===== config.mk =====
export PLATFORM = sky130hd
export DESIGN_NAME = aphc_top
export DESIGN_NICKNAME = d
export VERILOG_FILES = /design/src/aphc_pkg.sv /design/src/aphc_tick_if.sv /design/src/aphc_tick_gen.sv /design/src/aphc_top.sv
export VERILOG_INCLUDE_DIRS = /design/src
export SDC_FILE = /design/constraint.sdc
export NUM_CORES = 1
export LEC_CHECK = 0
export ABC_CLOCK_PERIOD_IN_PS = 1700
export BUFFER_PORTS_ARGS = -buffer_cell sky130_fd_sc_hd__buf_4
export CORE_MARGIN = 3
export CORE_UTILIZATION = 40
export DETAILED_ROUTE_END_ITERATION = 6
export PLACE_DENSITY_LB_ADDON = 0.15
export SLEW_MARGIN = 30
export SYNTH_ARGS = -nofsm -noshare
export SYNTH_HDL_FRONTEND = slang
export SYNTH_SLANG_ARGS = --single-unit

===== constraint.sdc =====
create_clock -name core_clk -period 1.7 [get_ports core_clk]
set_input_delay 0.255 -clock core_clk [delete_from_list [all_inputs] [get_ports core_clk]]
set_output_delay 0.255 -clock core_clk [all_outputs]
set_load 0.01 [all_outputs]

===== src/aphc_regs.svh =====
// Control-byte fields, modes and timing counts for the converter control block.
`ifndef APHC_REGS_SVH
`define APHC_REGS_SVH

`define APHC_BIT_PWR_HI      7
`define APHC_BIT_PWR_LO      6
`define APHC_BIT_ACQ_MODE    5
`define APHC_BIT_RANGE       4
`define APHC_BIT_BIPOLAR     3
`define APHC_CHAN_MSB        2
`define APHC_CHAN_LSB        0
`define APHC_CHAN_LAST       3'h5
`define APHC_CTRL_RESET      8'h00
`define APHC_ACQ_CYCLES      6
`define APHC_CONV_BITS       12
`define APHC_CORE_CLK_KHZ    40000
`define APHC_OSC_KHZ         1560
`define APHC_OSC_HALF_CYCLES ((`APHC_CORE_CLK_KHZ + 2 * `APHC_OSC_KHZ - 1) / (2 * `APHC_OSC_KHZ))

`endif


===== src/aphc_pkg.sv =====
// Types shared by the converter control block.
package aphc_pkg;

	typedef enum logic [1:0] {
		APHC_MODE_EXT_CLK = 2'b00,
		APHC_MODE_INT_CLK = 2'b01,
		APHC_MODE_STANDBY = 2'b10,
		APHC_MODE_FULL_PD = 2'b11
	} aphc_mode_type;

	typedef enum logic [2:0] {
		APHC_ST_IDLE    = 3'b000,
		APHC_ST_ACQ_INT = 3'b001,
		APHC_ST_ACQ_EXT = 3'b010,
		APHC_ST_CONVERT = 3'b011,
		APHC_ST_DONE    = 3'b100
	} aphc_state_type;

endpackage


===== src/aphc_tick_if.sv =====
// Converter tick carrier between the tick generator and the sequencer.
`timescale 1ns/1ps

interface aphc_tick_if;
	logic use_internal;
	logic tick;

	modport source (input use_internal, output tick);
	modport sink   (output use_internal, input tick);
endinterface


===== src/aphc_tick_gen.sv =====
// Converter clock tick generator: synchronised pin clock or internal oscillator.
`timescale 1ns/1ps
`include "aphc_regs.svh"

module aphc_tick_gen #(
	parameter int HALF_CYCLES = `APHC_OSC_HALF_CYCLES
) (
	// Clock and reset.
	input  wire logic     core_clk,
	input  wire logic     rst_n,
	// Converter clock pin.
	input  wire logic     conv_clk_pin,
	// Tick carrier.
	aphc_tick_if.source   tick_port
);
	import aphc_pkg::*;

	logic [2:0]  pin_sync_q;
	logic        pin_level_q;
	logic [15:0] osc_cnt_q;
	logic        osc_tick;

	// =====================================================================
	// Pin clock synchroniser: a level counts once stages two and three agree.
	always_ff @(posedge core_clk or negedge rst_n) begin
		if (!rst_n) begin
			pin_sync_q <= 3'h0;
		end else begin
			pin_sync_q <= {pin_sync_q[1:0], conv_clk_pin};
		end
	end

	always_ff @(posedge core_clk or negedge rst_n) begin
		if (!rst_n) begin
			pin_level_q <= 1'b0;
		end else if (pin_sync_q[1] == pin_sync_q[2]) begin
			pin_level_q <= pin_sync_q[2];
		end
	end

	// =====================================================================
	// Internal oscillator: one tick per full period at about 1.56 MHz.
	assign osc_tick = (osc_cnt_q == 16'(2 * HALF_CYCLES - 1));

	always_ff @(posedge core_clk or negedge rst_n) begin
		if (!rst_n) begin
			osc_cnt_q <= 16'h0;
		end else if (!tick_port.use_internal || osc_tick) begin
			osc_cnt_q <= 16'h0;
		end else begin
			osc_cnt_q <= osc_cnt_q + 16'h1;
		end
	end

	// Rising edge of the pin clock, or the oscillator tick.
	assign tick_port.tick = tick_port.use_internal ? osc_tick
		: (pin_sync_q[1] == pin_sync_q[2]) && pin_sync_q[2] && !pin_level_q;
endmodule


===== src/aphc_top.sv =====
// Parallel-bus control side of a six-channel 12-bit successive-approximation converter.
`timescale 1ns/1ps
`include "aphc_regs.svh"

// Overview of operation
// - Chip select is active low; strobes are ignored while it is high.
// - Twelve-bit three-state data bus, bit eleven most significant, shared both ways.
// - In internal clock mode conversions run from an internal oscillator near 1.56 MHz.
// - Internal acquisition: write rising edge latches control byte, acquires, then converts.
// - External acquisition: first write rising edge opens the acquisition window.
// - External acquisition: second write rising edge ends acquisition and starts conversion.
// - Completion flag goes low when the conversion result is ready.
// - Read strobe falling edge with chip select low drives the result on the bus.
// - Read strobe low returns the completion flag high.
// - Control bit five picks internal (0) or host-ended (1) acquisition.
// - Internal acquisition lasts six converter clock cycles, then hold and convert.
// - Top two bits: external clock, internal clock, standby, full power-down.
// - Low three bits address one of six analog inputs, codes zero to five.
module aphc_top #(
	parameter int ACQ_CYCLES  = `APHC_ACQ_CYCLES,
	parameter int CONV_CYCLES = `APHC_CONV_BITS,
	parameter int HALF_CYCLES = `APHC_OSC_HALF_CYCLES
) (
	// Clock and reset.
	input  wire logic                 core_clk,
	input  wire logic                 rst_n,
	// Host strobes.
	input  wire logic                 chip_sel_n,
	input  wire logic                 write_n,
	input  wire logic                 read_n,
	// Parallel data lines, split into input, output and output enable.
	input  wire logic [11:0]          parallel_data_lines_i,
	output logic      [11:0]          parallel_data_lines_o,
	output logic                      parallel_data_lines_oe_n,
	// Converter clock pin and completion flag.
	input  wire logic                 conv_clk_pin,
	output logic                      conv_done_n,
	// Converter core side.
	input  wire logic [11:0]          sar_result,
	output logic [2:0]                analog_inputs_sel,
	output logic                      channel_valid,
	output logic                      track_en,
	output logic                      convert_en,
	output logic                      range_sel,
	output logic                      bipolar_sel,
	output aphc_pkg::aphc_mode_type   power_mode,
	output logic                      standby_powerdown,
	output logic                      full_powerdown
);
	import aphc_pkg::*;

	aphc_tick_if tick_bus ();

	logic [2:0]     cs_sync_q;
	logic [2:0]     wr_sync_q;
	logic [2:0]     rd_sync_q;
	logic           cs_q;
	logic           wr_q;
	logic           rd_q;
	logic           wr_rise;
	logic           rd_fall;
	logic           rd_active;
	logic [7:0]     ctrl_q;
	logic           use_int_clk_q;
	aphc_state_type state_q;
	aphc_state_type state_d;
	logic [4:0]     cycle_cnt_q;
	logic [11:0]    result_q;
	logic [11:0]    read_data_q;
	logic           done_n_q;
	logic [7:0]     wr_byte;

	// Three-stage filter for an asynchronous pin; stage one feeds only stage two.
	function automatic logic filt(input logic [2:0] s, input logic held);
		filt = (s[1] == s[2]) ? s[2] : held;
	endfunction

	// =====================================================================
	// Pin synchronisers.
	always_ff @(posedge core_clk or negedge rst_n) begin
		if (!rst_n) begin
			cs_sync_q <= 3'h7;
			wr_sync_q <= 3'h7;
			rd_sync_q <= 3'h7;
			cs_q      <= 1'b1;
			wr_q      <= 1'b1;
			rd_q      <= 1'b1;
		end else begin
			cs_sync_q <= {cs_sync_q[1:0], chip_sel_n};
			wr_sync_q <= {wr_sync_q[1:0], write_n};
			rd_sync_q <= {rd_sync_q[1:0], read_n};
			cs_q      <= filt(cs_sync_q, cs_q);
			wr_q      <= filt(wr_sync_q, wr_q);
			rd_q      <= filt(rd_sync_q, rd_q);
		end
	end

	// Strobe edges count only with chip select low.
	assign wr_rise = filt(wr_sync_q, wr_q) && !wr_q && !filt(cs_sync_q, cs_q);
	assign rd_fall = !filt(rd_sync_q, rd_q) && rd_q && !filt(cs_sync_q, cs_q);
	assign rd_active = !cs_q && !rd_q;

	// Data lines are sampled directly, without synchronisers; only the low byte is taken, at the filtered write edge.
	assign wr_byte = parallel_data_lines_i[7:0];

	// =====================================================================
	// Control byte.
	always_ff @(posedge core_clk or negedge rst_n) begin
		if (!rst_n) begin
			ctrl_q <= `APHC_CTRL_RESET;
		end else if (wr_rise && (state_q != APHC_ST_ACQ_EXT)) begin
			ctrl_q <= wr_byte;
		end
	end

	// Power-down codes keep the last clock choice.
	always_ff @(posedge core_clk or negedge rst_n) begin
		if (!rst_n) begin
			use_int_clk_q <= 1'b0;
		end else if (wr_rise && !wr_byte[`APHC_BIT_PWR_HI]) begin
			use_int_clk_q <= wr_byte[`APHC_BIT_PWR_LO];
		end
	end

	assign tick_bus.use_internal = use_int_clk_q;

	aphc_tick_gen #(
		.HALF_CYCLES (HALF_CYCLES)
	) u_tick (
		.core_clk     (core_clk),
		.rst_n        (rst_n),
		.conv_clk_pin (conv_clk_pin),
		.tick_port    (tick_bus)
	);

	// =====================================================================
	// Acquisition and conversion sequencer.
	always_comb begin
		state_d = state_q;
		case (state_q)
			APHC_ST_IDLE, APHC_ST_DONE: begin
				if (wr_rise && !wr_byte[`APHC_BIT_PWR_HI]) begin
					state_d = wr_byte[`APHC_BIT_ACQ_MODE] ? APHC_ST_ACQ_EXT
						: APHC_ST_ACQ_INT;
				end
			end
			APHC_ST_ACQ_INT: begin
				if (tick_bus.tick && (cycle_cnt_q == 5'(ACQ_CYCLES - 1))) begin
					state_d = APHC_ST_CONVERT;
				end
			end
			APHC_ST_ACQ_EXT: begin
				if (wr_rise) begin
					state_d = APHC_ST_CONVERT;
				end
			end
			APHC_ST_CONVERT: begin
				if (tick_bus.tick && (cycle_cnt_q == 5'(CONV_CYCLES - 1))) begin
					state_d = APHC_ST_DONE;
				end
			end
			default: begin
				state_d = APHC_ST_IDLE;
			end
		endcase
	end

	always_ff @(posedge core_clk or negedge rst_n) begin
		if (!rst_n) begin
			state_q <= APHC_ST_IDLE;
		end else begin
			state_q <= state_d;
		end
	end

	always_ff @(posedge core_clk or negedge rst_n) begin
		if (!rst_n) begin
			cycle_cnt_q <= 5'h0;
		end else if (state_d != state_q) begin
			cycle_cnt_q <= 5'h0;
		end else if (tick_bus.tick) begin
			cycle_cnt_q <= cycle_cnt_q + 5'h1;
		end
	end

	// =====================================================================
	// Result capture and completion flag.
	always_ff @(posedge core_clk or negedge rst_n) begin
		if (!rst_n) begin
			result_q <= 12'h000;
		end else if (state_q == APHC_ST_CONVERT && state_d == APHC_ST_DONE) begin
			result_q <= sar_result;
		end
	end

	// A new result wins over a read clear in the same cycle.
	always_ff @(posedge core_clk or negedge rst_n) begin
		if (!rst_n) begin
			done_n_q <= 1'b1;
		end else if (state_q == APHC_ST_CONVERT && state_d == APHC_ST_DONE) begin
			done_n_q <= 1'b0;
		end else if (rd_fall) begin
			done_n_q <= 1'b1;
		end
	end

	always_ff @(posedge core_clk or negedge rst_n) begin
		if (!rst_n) begin
			read_data_q <= 12'h000;
		end else if (rd_fall) begin
			read_data_q <= result_q;
		end
	end

	// =====================================================================
	// Outputs.
	assign parallel_data_lines_o    = read_data_q;
	assign parallel_data_lines_oe_n = !rd_active;
	assign conv_done_n              = done_n_q;
	assign analog_inputs_sel        = ctrl_q[`APHC_CHAN_MSB:`APHC_CHAN_LSB];
	assign channel_valid            = (ctrl_q[`APHC_CHAN_MSB:`APHC_CHAN_LSB] <= `APHC_CHAN_LAST);
	assign track_en    = (state_q == APHC_ST_ACQ_INT) || (state_q == APHC_ST_ACQ_EXT);
	assign convert_en  = (state_q == APHC_ST_CONVERT);
	assign range_sel   = ctrl_q[`APHC_BIT_RANGE];
	assign bipolar_sel = ctrl_q[`APHC_BIT_BIPOLAR];
	assign power_mode  = aphc_mode_type'(ctrl_q[`APHC_BIT_PWR_HI:`APHC_BIT_PWR_LO]);
	assign standby_powerdown = (power_mode == APHC_MODE_STANDBY);
	assign full_powerdown    = (power_mode == APHC_MODE_FULL_PD);
endmodule


Word-level counts from Yosys, hierarchy flattened:

Index checks and enable logic that the tools add are counted.

* word-level logic and storage cells: 77
* flip-flop bits (word level): 74
* output and inout port bits: 26

* add/sub/neg operators: 2
* order comparisons: 1
* eq/ne operators: 16
* muxes and demuxes: 15
* reductions and logical operators: 27

Operators by type and width (number)
* 16-bit by 1-bit adder with 16-bit output (second input constant): 1
* 16-bit by 5-bit == test with 1-bit output (second input constant): 1
* 16-bit 2-to-1 mux: 1
* 1-bit logical AND: 12
* 3-bit 2-to-1 mux: 4
* 3-bit one-hot mux with 4 select lines: 1
* 5-bit 2-to-1 mux: 2
* 1-bit logical NOT: 9
* 3-bit by 2-bit == test with 1-bit output (second input constant): 2
* 3-bit == test (second input constant): 2
* 1-bit 2-to-1 mux: 6
* 5-bit by 1-bit adder with 5-bit output (second input constant): 1
* 5-bit by 3-bit == test with 1-bit output (second input constant): 1
* 5-bit by 4-bit == test with 1-bit output (second input constant): 1
* 1-bit == test: 4
* 2-bit == test (second input constant): 2
* 2-bit nonzero test: 2
* 3-bit by 1-bit == test with 1-bit output (second input constant): 1
* 3-bit less-or-equal comparator (second input constant): 1
* 3-bit logical NOT: 1
* 3-bit by 2-bit != test with 1-bit output (second input constant): 1
* 3-bit != test: 1
* 1-bit logical OR: 2
* 2-bit 2-to-1 mux: 1
* 2-bit OR reduction: 1

Depth between registers and ports, before layout:

* word-level depth: 10
* gate-level depth with buffers: 8

Cells and area by module:

Synthesis repeated with hierarchy kept, for this count alone.

* cell total of the unflattened synthesis: 243
* area total of the unflattened synthesis: 3134.3 µm²

Modules (own cells, without submodules)
* aphc_top: cells each 152, seq. area each 1342.5 µm², times used 1, area an instance 2185.8 µm²
* aphc_tick_gen: cells each 91, seq. area each 500.5 µm², times used 1, area an instance 948.4 µm²

Worst setup path before layout:

No wires, ideal clock.

* path kind: reg2reg
* start: register u_tick.osc_cnt_q[1]
* end: register result_q[10]
* path slack: -0.205 ns
* required time: 1.572 ns
* arrival time: 1.777 ns
* stages on the path, launching flop included: 9
* cell sequence: dfrtp_1 inv_1 ha_1 nor4b_2 and4_4 a21o_4 nand3_4 buf_2 mux2_1

* cells in the longest elaborated chain, start to end: 7

RTL lines
* start: declaration: RTL line aphc_tick_gen.sv:20 `logic [15:0] osc_cnt_q;`
* start signal: assignment: RTL line aphc_tick_gen.sv:51 `osc_cnt_q <= osc_cnt_q + 16'h1;`
* 16-bit by 5-bit == test with 1-bit output (*): RTL line aphc_tick_gen.sv:43 `assign osc_tick = (osc_cnt_q == 16'(2 * HALF_CYCLES - 1));`
* 1-bit 2-to-1 mux (*): RTL line aphc_tick_gen.sv:56 `assign tick_port.tick = tick_port.use_internal ? osc_tick`
* 1-bit logical AND, on equally long branches: RTL line aphc_top.sv:158, aphc_top.sv:148
* 3-bit 2-to-1 mux, on equally long branches: RTL line aphc_top.sv:158, aphc_top.sv:148
* 3-bit one-hot mux with 4 select lines (*): RTL line aphc_top.sv:140 `case (state_q)`
* 3-bit == test (*): RTL line aphc_top.sv:191 `end else if (state_q == APHC_ST_CONVERT && state_d == APHC_ST_DONE) begin`
* 1-bit logical AND (*): RTL line aphc_top.sv:191
* end signal: assignment: RTL line aphc_top.sv:192 `result_q <= sar_result;`
* end: declaration: RTL line aphc_top.sv:68 `logic [11:0] result_q;`

Mark *: on every way between the ends. The rest lies on a longest branch, timed or not.
A chain may end at the register's enable or synchronous reset.

Worst setup path after layout:

* start: register cs_q
* end: register cycle_cnt_q[1]

* cells in the longest elaborated chain, start to end: 8

RTL lines
* start: declaration: RTL line aphc_top.sv:57 `logic cs_q;`
* start signal: assignment: RTL line aphc_top.sv:92 `cs_q <= filt(cs_sync_q, cs_q);`
* 1-bit 2-to-1 mux (*): RTL line aphc_top.sv:75 `filt = (s[1] == s[2]) ? s[2] : held;`
* 1-bit logical NOT (*): RTL line aphc_top.sv:99 `assign wr_rise = filt(wr_sync_q, wr_q) && !wr_q && !filt(cs_sync_q, cs_q);`
* 1-bit logical AND (*): RTL line aphc_top.sv:99
* 1-bit logical AND: RTL line aphc_top.sv:142 `` if (wr_rise && !wr_byte[`APHC_BIT_PWR_HI]) begin ``
* 3-bit 2-to-1 mux: RTL line aphc_top.sv:142
* 3-bit one-hot mux with 4 select lines (*): RTL line aphc_top.sv:140
* 3-bit != test (*): RTL line aphc_top.sv:179 `end else if (state_d != state_q) begin`
* 5-bit 2-to-1 mux or 2-bit nonzero test (tied branches)
* end signal: assignment: RTL line aphc_top.sv:182 `cycle_cnt_q <= cycle_cnt_q + 5'h1;`
* end: declaration: RTL line aphc_top.sv:67 `logic [4:0] cycle_cnt_q;`

Marked as above.

==> results.toml <==
[logic_synthesis]
syn_area_mm2 = 0.00315
synth_cell_types = 50
syn_nets = 281
synth-async-reset-ratio_pct = 100
synth-seq-cells = 73
synthCells = 246
synth_flop_cell = "dfrtp_1"
synthTopCellsByArea = "dfrtp_1 (48%), dfstp_2 (11%), mux2_1 (10%), nor2_1 (3.1%), xnor2_1 (2.8%)"
yosys.area.top_type_share_pct = 47.6
synth_warnings = 0
synth_edf_count = 0
syn_avg_cell_area_um2 = 12.8
yosysTopAreaCell = "dfrtp_1"
seq_area_frac_synth_pct = 58.5

[placed_design]
dpl-instance-area_mm2 = 0.00400
dp.cells = 432
io_buffers = 51
gp_congestion = 0.739
dp_hpwl_um = 4370

[timing]
worstMarginPinSlew_ns = 0.436
fin_ws_ns = -0.194
period_needed_ns = 1.89
min_period_over_period_pct = 111
slew_headroom_pct = 71.0
max_freq_mhz = 528
rsz0062_at_grt = "true"
fin_tns_setup_ns = -4.05
hold_violations = 0
fin_skew_ns = 0.0141
finalSetupViolCount = 40
slew_viol_final = 0

[final_layout]
fin_area_mm2 = 0.00453
drive_gt1_share_pct = 52.5
final_util_pct = 60.8
final_common_cell = "buf_4"
antennaDiodeCount = 0
syn2layout_area_growth_pct = 43.7
fill_cells = 613
stdcell_count = 463
most-common-layout-cells = "buf_4 (95), dfrtp_1 (60), mux2_4 (27)"
nNetsFinal = 394

[grt]
grtUsageMet3_pct = 4.86
grt_pass1_vias = 2294
grt_most_used_layer = "met2"
grt_overflow = 0
grt_start_max_net_pins = 33
met2_usage_pct = 26.5
grt_use_met1_pct = 21.2
grt_antenna_before_repair = 0
grt_pass1_wl_um = 11200
groute.usage.overall_pct = 16.5

[setup_path]
cp_cell_sequence = "maj3_2 -> or4_4 -> a221oi_4 -> a2111oi_2"
path_class = "reg2reg"
critical_path_required_ns = 1.91
cp_top_family = "simple AND/OR/NAND/NOR gates"
slowest_stage = "or4_4"
crit_path_max_incr_delay_ns = 0.54
cp.arrival_ns = 2.11
worstPathMaxFanout = 5
start_kind = "flop"
critPathBufInv = 0
end_kind = "flop"

[routing]
wl_per_cell_um = 14.3
route.detailed.drc = 0
drt-vias-per-instance = 4.87
vias = 2255
drtAntennaViolNets = 0
routed_wl_um = 6610
drt_iter0_markers = 63
dr.pass1.iters = 4

[pwr]
p_leak_uw = 0.00208
p_per_area_mw_per_mm2 = 1150
peakVddDrop_mv = 0.577
total_power_uw = 5220

[status]
status = "finished with violations"
violations = "setup timing"

[floorplan]
die_w_um = 94.8
fp.dieH_um = 94.8
design.die.area_mm2 = 0.00898
ios = 56
core_area_mm2 = 0.00745
rows = 31
start_util_pct = 42.3

[clocking]
clockBufferDepth = 2
cts_sinks = 73
cts_buffers = 9
root_buffer = "clkbuf_8"
clk_pin_slew_worst_paths_ns = 0.08
htree_levels = 3
clkLatencyLatePin_ns = 0.34
cts_tree = "built"

[flow_run]
drv_cap = 0

[worst_hold_path]
hold_path.class = "in2reg"
metrics by stage:
step,setup WS [ns],hold slack (ns)
detailed placement,-0.245,0.235
global route,-0.290,0.00184
global placement,-0.217,0.224
floorplan,-0.146,-0.0406
CTS,-0.187,0.00879
finish,-0.194,0.0267
worst paths after layout:
check | endpoint | slack, ns | cells past startpoint | start
min reg2reg | rd_sync_q[1] | 0.36 | 0 | rd_sync_q[0]
min in group asynchronous | ctrl_q[4] | 0.39 | 2 | rst_n
min | rd_sync_q[0] | 0.03 | 1 | read_n
max reg2reg | cycle_cnt_q[1] | -0.19 | 4 | cs_q
max in group asynchronous | rd_sync_q[0] | 0.74 | 3 | rst_n
max | cycle_cnt_q[1] | -0.19 | 4 | cs_q
power by group:
| part | switching (uW) | leakage, uW | total [uW] | internal [uW] |
|---|---|---|---|---|
| clock network | 678 | 0.0000835 | 1220 | 545 |
| logic | 763 | 0.00110 | 1800 | 1030 |
| registers | 176 | 0.000891 | 2200 | 2020 |
per-layer routing:
layer  routed length [um]  share of wire [%]  up-vias
met1                 3030                 46     1101
li1                     -                  -     1103
met5                    0                  0        -
met3                  344                5.2        6
met4                   60               0.91        0
met2                 3180                 48       45
worst reg2reg max path, cell delays in order (launching register included):
cell and delay (ns):
dfstp_2 0.38, maj3_2 0.34, or4_4 0.55, a221oi_4 0.43
a2111oi_2 0.08
cells in the mapped netlist, types with 5 or more instances:
cell,number
buf_2,5
dfrtp_1,60
dfstp_2,13
ha_1,5
inv_1,5
mux2_1,29
nand2_1,11
nand3_1,8
nor2_1,26
nor3_1,7
o21ai_0,5
xnor2_1,10
xor2_1,6
what timing repair did:
| action | 4_1_cts | 5_1_grt |
|---|---|---|
| pin swaps | 7 | 5 |
| setup endpoints to repair | 41 | 43 |
| endpoints found under the hold margin | 28 | 0 |
| hold buffers | 4 | 0 |
| gates resized for setup | 37 | 21 |
| gates cloned | 2 | 0 |
| setup buffers | 5 | 4 |
logic make-up after synthesis:
logic type | share of synthesized area [%]
compound gates | 6.31
xor+xnor | 4.45
fa+ha+maj | 2.66
buf+inv | 1.75
flops | 58.5
mux | 11.8
simple gates | 14.6
sequential cells by signal, summed over array words and instances (netlist names), 5 cells and up:
name	count
cycle_cnt_q	5
ctrl_q	7
parallel_data_lines_o	12
u_tick.osc_cnt_q	16
result_q	12
layout make-up:
type,instances,area (um2),share of cell area [%]
clock inverter,6,50.0,1.10
multi-input combinational,161,1470,32.5
timing repair buffer,109,892,19.7
inverter,5,18.8,0.414
clock buffer,10,128,2.82
sequential,73,1840,40.7
tap,99,124,2.73
Power figures use the tool's default switching activity.
